==> src/sps_consts.svh <==
// timing counts and table sizes for the start-up and power-state sequencer
`ifndef SPS_CONSTS_SVH
`define SPS_CONSTS_SVH

// system clock rate in kHz (40 MHz)
`define SPS_CLK_KHZ 40000
// low-frequency oscillator rate in Hz (32.768 kHz)
`define SPS_LF_HZ 32768
// divider count for one low-frequency tick: 40e6 / 32768, rounded down
`define SPS_LF_DIV ((`SPS_CLK_KHZ * 1000) / `SPS_LF_HZ)
// number of words in the boot configuration table
`define SPS_CFG_WORDS 8
// reset value of each boot configuration word (all pins inputs)
`define SPS_CFG_RESET 8'h00
// cycles the boot sequence takes after reset release
`define SPS_BOOT_CYCLES 16
// power-on reset hold time in cycles
`define SPS_POR_CYCLES 32

`endif

==> src/sps_pkg.sv <==
// types shared by the start-up and power-state sequencer
package sps_pkg;

    // top-level sequencer states
    typedef enum logic [2:0] {
        SPS_POR,
        SPS_CFG_LOAD,
        SPS_STRAP,
        SPS_HOLD_MIN,
        SPS_FLASH_EMU,
        SPS_BOOT,
        SPS_ACTIVE_RUN,
        SPS_ACTIVE_SLEEP
    } sps_state_e;

    // status bundle presented to the rest of the chip
    typedef struct packed {
        logic fast_osc_en;
        logic cpu_run;
        logic periph_clk_en;
        logic doze;
        logic min_power;
        logic flash_emu;
        logic normal_op;
    } sps_power_s;

    // activity requests from cpu, dma and autonomous peripherals
    typedef struct packed {
        logic cpu_busy;
        logic dma_busy;
        logic periph_busy;
        logic cpu_sleep_req;
    } sps_demand_s;

endpackage

==> src/sps_lf_timer.sv <==
// low-frequency tick divider and free-running timekeeping counter
`timescale 1ns/1ps
`default_nettype none

module sps_lf_timer
    import sps_pkg::*;
(
    input wire logic clk_in,
    input wire logic srst_in,
    output logic tick_out,
    output logic [31:0] time_out
);

`include "sps_consts.svh"

    // divider counter; keeps counting in every power state
    logic [15:0] div_q;
    logic [31:0] time_q;

    localparam logic [15:0] DIV_LAST = 16'(`SPS_LF_DIV - 1);

    // ------------------------------------------------------------
    // divider
    // ------------------------------------------------------------
    always_ff @(posedge clk_in) begin
        if (srst_in) begin
            div_q <= 16'h0000;
        end else if (div_q == DIV_LAST) begin
            div_q <= 16'h0000;
        end else begin
            div_q <= div_q + 16'h0001;
        end
    end

    // ------------------------------------------------------------
    // timekeeping
    // ------------------------------------------------------------
    // never cleared outside reset, so time survives doze
    always_ff @(posedge clk_in) begin
        if (srst_in) begin
            time_q <= 32'h0000_0000;
        end else if (div_q == DIV_LAST) begin
            time_q <= time_q + 32'h0000_0001;
        end
    end

    assign tick_out = (div_q == DIV_LAST);
    assign time_out = time_q;

endmodule // sps_lf_timer

`default_nettype wire

==> src/sps_sequencer.sv <==
// start-up and power-state sequencer top level
`timescale 1ns/1ps
`default_nettype none

module sps_sequencer
    import sps_pkg::*;
(
    input wire logic clk_in,
    input wire logic srst_in,
    input wire logic ext_rst_low_in,
    input wire logic program_mode_select_low_in,
    input wire logic time_capture_pin_low_in,
    input wire logic uart_rx_in,
    input wire logic [7:0] cfg_word_in,
    input wire sps_demand_s demand_in,
    output logic [2:0] cfg_addr_out,
    output logic cfg_rd_out,
    output logic [7:0] pin_dir_out,
    output sps_power_s power_out,
    output logic lf_tick_out,
    output logic [31:0] time_out
);

`include "sps_consts.svh"

    // ------------------------------------------------------------
    // declarations
    // ------------------------------------------------------------
    logic [1:0] rst_sync_q;       // reset pin synchroniser
    logic [1:0] prog_sync_q;      // program pin synchroniser
    logic [1:0] time_sync_q;      // time capture pin synchroniser
    logic [1:0] rx_sync_q;        // uart rx synchroniser
    logic rst_prev_q;             // last synchronised reset level
    logic time_prev_q;            // last synchronised capture level
    logic rx_prev_q;              // last synchronised rx level
    sps_state_e state_q;          // sequencer state
    sps_state_e state_d;
    logic doze_q;                 // doze sub-state of the active group
    logic doze_d;
    logic [5:0] cnt_q;            // por and boot timer
    logic [2:0] cfg_idx_q;        // boot table walk index
    logic cfg_busy_q;             // table read in flight
    logic [7:0] cfg_mem_q [`SPS_CFG_WORDS]; // loaded boot table
    logic rst_asserted;           // synchronised reset is low
    logic prog_asserted;          // synchronised program pin is low
    logic rst_fall;               // reset pin just went low
    logic pin_wake;               // edge on the time capture or uart rx pin
    logic any_busy;               // some unit wants the fast clock

    localparam logic [5:0] POR_LAST = 6'(`SPS_POR_CYCLES - 1);
    localparam logic [5:0] BOOT_LAST = 6'(`SPS_BOOT_CYCLES - 1);
    localparam logic [2:0] CFG_LAST = 3'(`SPS_CFG_WORDS - 1);

    // ------------------------------------------------------------
    // pin synchronisers
    // ------------------------------------------------------------
    // pins are asynchronous; only stage 2 is ever read by logic
    always_ff @(posedge clk_in) begin
        if (srst_in) begin
            rst_sync_q <= 2'b11;
            prog_sync_q <= 2'b11;
            time_sync_q <= 2'b11;
            rx_sync_q <= 2'b11;
        end else begin
            rst_sync_q <= {rst_sync_q[0], ext_rst_low_in};
            prog_sync_q <= {prog_sync_q[0], program_mode_select_low_in};
            time_sync_q <= {time_sync_q[0], time_capture_pin_low_in};
            rx_sync_q <= {rx_sync_q[0], uart_rx_in};
        end
    end

    // edge memories, fed from the second stage only
    always_ff @(posedge clk_in) begin
        if (srst_in) begin
            rst_prev_q <= 1'b1;
            time_prev_q <= 1'b1;
            rx_prev_q <= 1'b1;
        end else begin
            rst_prev_q <= rst_sync_q[1];
            time_prev_q <= time_sync_q[1];
            rx_prev_q <= rx_sync_q[1];
        end
    end

    assign rst_asserted = ~rst_sync_q[1];
    assign prog_asserted = ~prog_sync_q[1];
    assign rst_fall = rst_prev_q & ~rst_sync_q[1];
    // any change on watched pins counts as activity
    assign pin_wake = (time_prev_q ^ time_sync_q[1]) |
                      (rx_prev_q ^ rx_sync_q[1]);
    // dma and peripherals count as demand on their own
    assign any_busy = demand_in.cpu_busy | demand_in.dma_busy |
                      demand_in.periph_busy;

    // ------------------------------------------------------------
    // next-state logic
    // ------------------------------------------------------------
    always_comb begin
        state_d = state_q;
        doze_d = doze_q;
        case (state_q)
            SPS_POR: begin
                // supply ramp: wait out the power-on hold
                if (cnt_q == POR_LAST) begin
                    state_d = SPS_CFG_LOAD;
                end
            end
            SPS_CFG_LOAD: begin
                // last table word arriving this cycle
                if (cfg_busy_q && cfg_idx_q == CFG_LAST) begin
                    state_d = SPS_STRAP;
                end
            end
            SPS_STRAP: begin
                if (rst_asserted && prog_asserted) begin
                    state_d = SPS_FLASH_EMU;
                end else if (rst_asserted) begin
                    state_d = SPS_HOLD_MIN;
                end else begin
                    state_d = SPS_BOOT;
                end
            end
            SPS_HOLD_MIN: begin
                // park at minimum energy until the pin lets go or the program pin also goes low
                if (!rst_asserted) begin
                    state_d = SPS_BOOT;
                end else if (prog_asserted) begin
                    state_d = SPS_FLASH_EMU;
                end
            end
            SPS_FLASH_EMU: begin
                // stays only while the programmer holds both low
                if (!rst_asserted || !prog_asserted) begin
                    state_d = SPS_POR;
                end
            end
            SPS_BOOT: begin
                if (cnt_q == BOOT_LAST) begin
                    state_d = SPS_ACTIVE_RUN;
                    doze_d = 1'b0;
                end
            end
            SPS_ACTIVE_RUN: begin
                // cpu falls asleep on request when it has no work
                if (demand_in.cpu_sleep_req && !demand_in.cpu_busy) begin
                    state_d = SPS_ACTIVE_SLEEP;
                end
            end
            SPS_ACTIVE_SLEEP: begin
                if (doze_q) begin
                    // wake from doze to active, cpu still asleep
                    if (pin_wake || any_busy) begin
                        doze_d = 1'b0;
                    end
                end else if (demand_in.cpu_busy) begin
                    state_d = SPS_ACTIVE_RUN;
                end else if (!any_busy && !pin_wake) begin
                    doze_d = 1'b1;
                end
            end
            default: begin
                state_d = SPS_POR;
                doze_d = 1'b0;
            end
        endcase
        // a reset pin fall restarts start-up at table load from any state but POR, flash emulation and minimum power
        if (rst_fall && state_q != SPS_POR &&
            state_q != SPS_FLASH_EMU && state_q != SPS_HOLD_MIN) begin
            state_d = SPS_CFG_LOAD;
            doze_d = 1'b0;
        end
    end

    // ------------------------------------------------------------
    // state registers
    // ------------------------------------------------------------
    // srst_in stands for the power-on reset threshold crossing
    always_ff @(posedge clk_in) begin
        if (srst_in) begin
            state_q <= SPS_POR;
            doze_q <= 1'b0;
        end else begin
            state_q <= state_d;
            doze_q <= doze_d;
        end
    end

    // ------------------------------------------------------------
    // por and boot timer
    // ------------------------------------------------------------
    always_ff @(posedge clk_in) begin
        if (srst_in) begin
            cnt_q <= 6'h00;
        end else if (state_q != state_d) begin
            cnt_q <= 6'h00;
        end else if (state_q == SPS_POR || state_q == SPS_BOOT) begin
            cnt_q <= cnt_q + 6'h01;
        end
    end

    // ------------------------------------------------------------
    // boot table loader
    // ------------------------------------------------------------
    // one word per cycle; the source answers a cycle after the read
    always_ff @(posedge clk_in) begin
        if (srst_in) begin
            cfg_idx_q <= 3'h0;
            cfg_busy_q <= 1'b0;
        end else if (state_q != SPS_CFG_LOAD) begin
            cfg_idx_q <= 3'h0;
            cfg_busy_q <= 1'b0;
        end else if (!cfg_busy_q) begin
            cfg_busy_q <= 1'b1;
        end else begin
            cfg_idx_q <= cfg_idx_q + 3'h1;
        end
    end

    // table storage; kept through doze, reloaded only on start-up
    always_ff @(posedge clk_in) begin
        if (srst_in) begin
            for (int i = 0; i < `SPS_CFG_WORDS; i++) begin
                cfg_mem_q[i] <= `SPS_CFG_RESET;
            end
        end else if (state_q == SPS_CFG_LOAD && cfg_busy_q) begin
            cfg_mem_q[cfg_idx_q] <= cfg_word_in;
        end
    end

    // address runs one word ahead of the store index, since the
    // source answers a cycle late; wraps harmlessly on the last word
    assign cfg_addr_out = cfg_busy_q ? cfg_idx_q + 3'h1 : cfg_idx_q;
    assign cfg_rd_out = (state_q == SPS_CFG_LOAD) & ~cfg_busy_q |
                        (state_q == SPS_CFG_LOAD) & cfg_busy_q &
                        (cfg_idx_q != CFG_LAST);
    // word 0 of the table holds pin directions
    assign pin_dir_out = cfg_mem_q[0];

    // ------------------------------------------------------------
    // low-frequency timekeeping
    // ------------------------------------------------------------
    // runs in every state, doze included
    sps_lf_timer u_lf_timer (
        .clk_in(clk_in),
        .srst_in(srst_in),
        .tick_out(lf_tick_out),
        .time_out(time_out)
    );

    // ------------------------------------------------------------
    // power outputs
    // ------------------------------------------------------------
    // registered so the clock gates never see decode glitches
    always_ff @(posedge clk_in) begin
        if (srst_in) begin
            power_out <= '0;
        end else begin
            power_out.normal_op <= (state_d == SPS_ACTIVE_RUN) ||
                                   (state_d == SPS_ACTIVE_SLEEP);
            power_out.flash_emu <= (state_d == SPS_FLASH_EMU);
            power_out.min_power <= (state_d == SPS_HOLD_MIN);
            power_out.doze <= (state_d == SPS_ACTIVE_SLEEP) &&
                              doze_d;
            power_out.cpu_run <= (state_d == SPS_ACTIVE_RUN) ||
                                 (state_d == SPS_BOOT);
            // fast oscillator off only in doze and minimum power
            power_out.fast_osc_en <= !(state_d == SPS_HOLD_MIN) &&
                                     !((state_d == SPS_ACTIVE_SLEEP) &&
                                       doze_d);
            power_out.periph_clk_en <= ((state_d == SPS_ACTIVE_RUN) ||
                                        (state_d == SPS_ACTIVE_SLEEP)) &&
                                       !doze_d &&
                                       (demand_in.dma_busy ||
                                        demand_in.periph_busy);
        end
    end

endmodule // sps_sequencer

`default_nettype wire

==> config.mk <==
export PLATFORM = sky130hd
export DESIGN_NAME = sps_sequencer
export DESIGN_NICKNAME = d
export VERILOG_FILES = /design/src/sps_pkg.sv /design/src/sps_lf_timer.sv /design/src/sps_sequencer.sv
export VERILOG_INCLUDE_DIRS = /design/src
export SDC_FILE = /design/constraint.sdc
export NUM_CORES = 1
export LEC_CHECK = 0
export BUFFER_PORTS_ARGS = -buffer_cell sky130_fd_sc_hd__buf_2
export CAP_MARGIN = 10
export CORE_AREA = 2 2 98 100
export DETAILED_ROUTE_END_ITERATION = 16
export DIE_AREA = 0 0 100 102
export GPL_TIMING_DRIVEN = 0
export PLACE_DENSITY = 0.68
export SYNTH_ARGS = -nofsm -noshare
export SYNTH_HDL_FRONTEND = slang
export SYNTH_SLANG_ARGS = --single-unit
export TNS_END_PERCENT = 5
==> constraint.sdc <==
create_clock -name clk_in -period 2.4 [get_ports clk_in]
set_input_delay 0.24 -clock clk_in [delete_from_list [all_inputs] [get_ports clk_in]]
set_output_delay 0.24 -clock clk_in [all_outputs]
set_load 0.05 [all_outputs]
==> results.cfg <==
[setup_path]
cp_cell_sequence = ha_4 > or4b_4 > nor4_4 > buf_6 > buf_4 > buf_8
worstPathBufferInverterCount = 3
cp_data_arrival_time_ps = 2140
worst_path_dominant_cell_family = simple AND/OR/NAND/NOR gates
r2r_setup_slack_ps = 50
r2r.worst_path.cells = 8
critical_path.max_fanout = 10
cp-end-kind = primary output
timing.critical_path.from = u_lf_timer.div_q[0]$_SDFF_PP0_
critPathMaxStageDelay_ps = 500
worstPathRequired_ps = 2160
rr_startpoint = u_lf_timer.div_q[0]$_SDFF_PP0_
startpoint_type = flop
rr_endpoint = u_lf_timer.time_out[28]$_SDFFE_PP0P_
crit_slowest_cell = sky130_fd_sc_hd__or4b_4
worst-setup-path-type = reg2out

[cts]
clock_sink_count = 88
clock_tree_from_tritoncts = built
max-clock-path-buffers = 2
clockRootBuffer = sky130_fd_sc_hd__clkbuf_8
htree_levels = 3
clk_pin_slew_worst_setup_hold_paths_ps = 90
numCtsBuffers = 9
insertion_delay_ps = 360

[power_and_ir_drop]
switching_share_pct = 24.3
cell_internal_pwr_mw = 2.04
clockPowerShare_pct = 39.4
vdd.ir_drop.worst_mv = 0.330
pwr-share-comb_pct = 4.3
pwr_dens_nw_per_um2 = 563
power.static_leakage_nw = 2.00
switchingPower_mw = 0.655
sequential_power_share_pct = 56.3
post-layout-total-power_mw = 2.69

[layout]
nNetsFinal = 540
antennaDiodeCount = 0
n_fill_cell = 873
final_layout_size_suffix_gt1_share_pct = 24.3
multi_input_gate_area_in_the_final_layout_um2 = 2100
area.growth.synth_to_final_pct = 19.4
post-route-util_pct = 52.5
seq_area_um2 = 1850

[route]
detailedRoute.firstIterationViolations = 124
dr_wl_met3_um = 427
met1_length_mm = 4.15
dr.pass1.iters = 4
wl_per_cell_um = 14.4
met2_wl_mm = 4.34
drt_drc_violations_left = 0
postRouteWirelength_mm = 9.13
avgViaCountPerCell = 5.41
dr.max_layer_used = met4
via_count = 3426
detail-route-antenna-nets = 0

[place]
preCtsSetupSlack_ps = -252
port_buffers = 69
gp_congestion = 0.914
dp.final_hpwl_mm = 6.61

[global_route]
grt_antenna_before_repair = 0
grt_max_degree = 17
grt_overflow = 0
via_count_of_the_first_global_routing_pass = 3399
grt_pass1_wl_mm = 15.3
grt.total_usage_pct = 18.6

[synth]
dominantRegCellSynth = sky130_fd_sc_hd__dfxtp_1
syn_avg_cell_area_um2 = 9.20
synth_top_area_cell = sky130_fd_sc_hd__dfxtp_1
synth_top_area_share_pct = 40.0
synth_fp_nets = 458
synthesized_cell_area_um2 = 4000
number_of_enable_flip_flop_cells_after_synthesis = 8
synth_async_sr_flop_share_pct = 0
synth-seq-area-share_pct = 46.0
post_synth_inst_count = 435
synth-seq-cells = 88
synth.lib_cells_used.distinct = 51
yosys-top-cells-area = sky130_fd_sc_hd__dfxtp_1 40%, sky130_fd_sc_hd__xor2_1 6.3%, sky130_fd_sc_hd__edfxtp_1 6.0%
yosys_warnings = 0

[timing]
grt_setup_unrepaired = yes
slew_headroom_pct = 43.4
finalSetupTns_ps = 0
final_hold_viol_count = 0
fin_ws_ps = 17.5
final.period_utilization_pct = 99.3
maxClockFrequency_mhz = 420
tightest_slew_ps = 844
final.setup_skew_ps = 10.1
setup_viol = 0
finalCriticalPeriod_ps = 2380
slew_violations = 0

[die]
design.core.area_um2 = 9110
floorplan.initialDensity_pct = 43.9
design.portCount = 70
die_w_um = 100
die_span_in_y_um = 102
die_area_um2 = 10200
core.rowCount = 35

[worst_hold_path]
min_path_type = in2reg
hold-path-cell-count = 2
min-delay-start = ext_rst_low_in
min_delay_worst_endpoint = rst_sync_q[0]$_SDFF_PP1_

[run_status]
run_status = complete, no violations

[flow_run]
max_cap_viol_count = 0
[layer usage]
layer / global-route usage, % / vias up
li1: - / 1704
met1: 23.4 / 1617
met2: 31.2 / 86
met3: 3.08 / 19
met4: 9.06 / 0
met5: 0 / -
[state kept, by name (all words and copies together) (netlist names)]
register	cells
prog_sync_q	2
state_q	3
cnt_q	6
rst_sync_q	2
u_lf_timer.div_q	16
u_lf_timer.time_out	32
cfg_mem_q	8
doze_q	1
cfg_busy_q	1
cfg_idx_q	3
rx_sync_q	2
rx_prev_q	1
power_out	7
time_sync_q	2
rst_prev_q	1
time_prev_q	1
[cell usage in the layout, fill, tap and decap left out, types with 2 or more instances in the layout]
master and count:
sky130_fd_sc_hd__clkbuf_8 9, sky130_fd_sc_hd__and4b_1 2, sky130_fd_sc_hd__buf_4 3, sky130_fd_sc_hd__and4_1 8
sky130_fd_sc_hd__clkinv_4 2, sky130_fd_sc_hd__and3_1 12, sky130_fd_sc_hd__nor2b_1 6, sky130_fd_sc_hd__o21a_1 2
sky130_fd_sc_hd__buf_1 2, sky130_fd_sc_hd__dfxtp_1 78, sky130_fd_sc_hd__a21oi_1 16, sky130_fd_sc_hd__o21ai_0 10
sky130_fd_sc_hd__nand3_1 18, sky130_fd_sc_hd__buf_2 72, sky130_fd_sc_hd__edfxtp_1 8, sky130_fd_sc_hd__nor4_4 2
sky130_fd_sc_hd__ha_1 4, sky130_fd_sc_hd__and2_1 19, sky130_fd_sc_hd__mux2i_1 3, sky130_fd_sc_hd__xor2_1 29
sky130_fd_sc_hd__nor2_1 56, sky130_fd_sc_hd__clkbuf_1 11, sky130_fd_sc_hd__nor4_1 2, sky130_fd_sc_hd__xnor2_1 12
sky130_fd_sc_hd__or2_2 12, sky130_fd_sc_hd__o31ai_1 5, sky130_fd_sc_hd__or4_4 2, sky130_fd_sc_hd__nand2b_1 6
sky130_fd_sc_hd__nor3_1 7, sky130_fd_sc_hd__nand2_1 20, sky130_fd_sc_hd__clkinvlp_4 2, sky130_fd_sc_hd__or4_1 2
sky130_fd_sc_hd__inv_6 2, sky130_fd_sc_hd__nand4_1 22, sky130_fd_sc_hd__mux2_2 5, sky130_fd_sc_hd__inv_1 6
sky130_fd_sc_hd__o211a_1 6, sky130_fd_sc_hd__or3_1 10, sky130_fd_sc_hd__nor3b_1 2
[worst max-delay path by stage]
stage,slack (ps),depth (start not counted),to
floorplan,80,7,u_lf_timer.time_out[26]$_SDFFE_PP0P_
global placement,-190,7,u_lf_timer.div_q[7]$_SDFF_PP0_
detailed placement,-250,7,u_lf_timer.div_q[11]$_SDFF_PP0_
CTS,-0.5,6,lf_tick_out
global route,-80,8,u_lf_timer.time_out[28]$_SDFFE_PP0P_
finish,20,6,lf_tick_out
[power groups by stage]
stage | Clock (mW) | Sequential (mW) | Combinational [mW]
6_report | 1.06 | 1.52 | 0.115
5_1_grt | 1.15 | 1.52 | 0.127
4_1_cts | 1.09 | 1.52 | 0.116
3_5_place_dp | 0 | 1.55 | 0.112
3_3_place_gp | 0 | 1.55 | 0.110
2_1_floorplan | 0 | 1.57 | 0.0558
[synth_stat cells, types with 3 or more instances]
cell and n:
sky130_fd_sc_hd__buf_2 4, sky130_fd_sc_hd__clkbuf_1 13, sky130_fd_sc_hd__and4_1 8, sky130_fd_sc_hd__o31ai_1 5, sky130_fd_sc_hd__or2_2 13, sky130_fd_sc_hd__nor4_1 3, sky130_fd_sc_hd__and2_1 19, sky130_fd_sc_hd__o21ai_0 10
sky130_fd_sc_hd__mux2_2 5, sky130_fd_sc_hd__nand2b_1 6, sky130_fd_sc_hd__nand2_1 20, sky130_fd_sc_hd__nor3_1 8, sky130_fd_sc_hd__nand3_1 18, sky130_fd_sc_hd__mux2i_1 3, sky130_fd_sc_hd__a21oi_1 16, sky130_fd_sc_hd__or4_1 4
sky130_fd_sc_hd__o211a_1 6, sky130_fd_sc_hd__xnor2_1 12, sky130_fd_sc_hd__edfxtp_1 8, sky130_fd_sc_hd__nand4_1 22, sky130_fd_sc_hd__nor2_1 56, sky130_fd_sc_hd__and3_1 12, sky130_fd_sc_hd__ha_1 5, sky130_fd_sc_hd__xor2_1 29
sky130_fd_sc_hd__inv_1 6, sky130_fd_sc_hd__or3_1 10, sky130_fd_sc_hd__dfxtp_1 80, sky130_fd_sc_hd__nor2b_1 6
[worst reg2reg max path, stage by stage, from the launching register on]
cell and delay [ps]:
sky130_fd_sc_hd__dfxtp_4 380, sky130_fd_sc_hd__ha_4 160, sky130_fd_sc_hd__or4b_4 500, sky130_fd_sc_hd__nor4_4 240, sky130_fd_sc_hd__buf_6 160, sky130_fd_sc_hd__buf_4 100
sky130_fd_sc_hd__nand4_1 140, sky130_fd_sc_hd__or4_1 440, sky130_fd_sc_hd__a21oi_1 160
[cell type report]
type | instances | share of cell area (%)
Timing Repair Buffer | 71 | 7.75
Buffer | 20 | 1.94
Clock inverter | 7 | 1.68
Sequential cell | 88 | 38.6
Tap cell | 111 | 2.91
Inverter | 6 | 0.471
Clock buffer | 9 | 2.59
Multi-Input combinational cell | 321 | 44.0
[through the flow]
stage                     instances  hold slack (ps)  cell area [um2]
after floorplan                 435              342             4010
after global placement          615              401             4490
after detailed placement        615              398             4490
after CTS                       633             46.2             4750
after global routing            633             46.3             4780
final                           633             58.0             4780
[logic make-up (layout without fill, tap and decap cells)]
logic type	after synthesis	count (layout)	synth area share, %
DFF	88	88	46.0
xor gates and xnor gates	41	41	8.97
adders and majority gates	5	5	1.56
buffers and inverters	26	113	2.75
and+or+nand+nor	217	217	30.3
AOI/OAI and AO/OA	50	50	8.28
muxes	8	8	2.16
[what timing repair did]
item	CTS	global route
pin swaps	1	1
setup endpoints to repair	35	29
gates resized for setup	13	8
hold buffers	0	0
buffers inserted	2	0
endpoints found under the hold margin	0	0
Note: power is estimated with default switching activity, not from simulation.
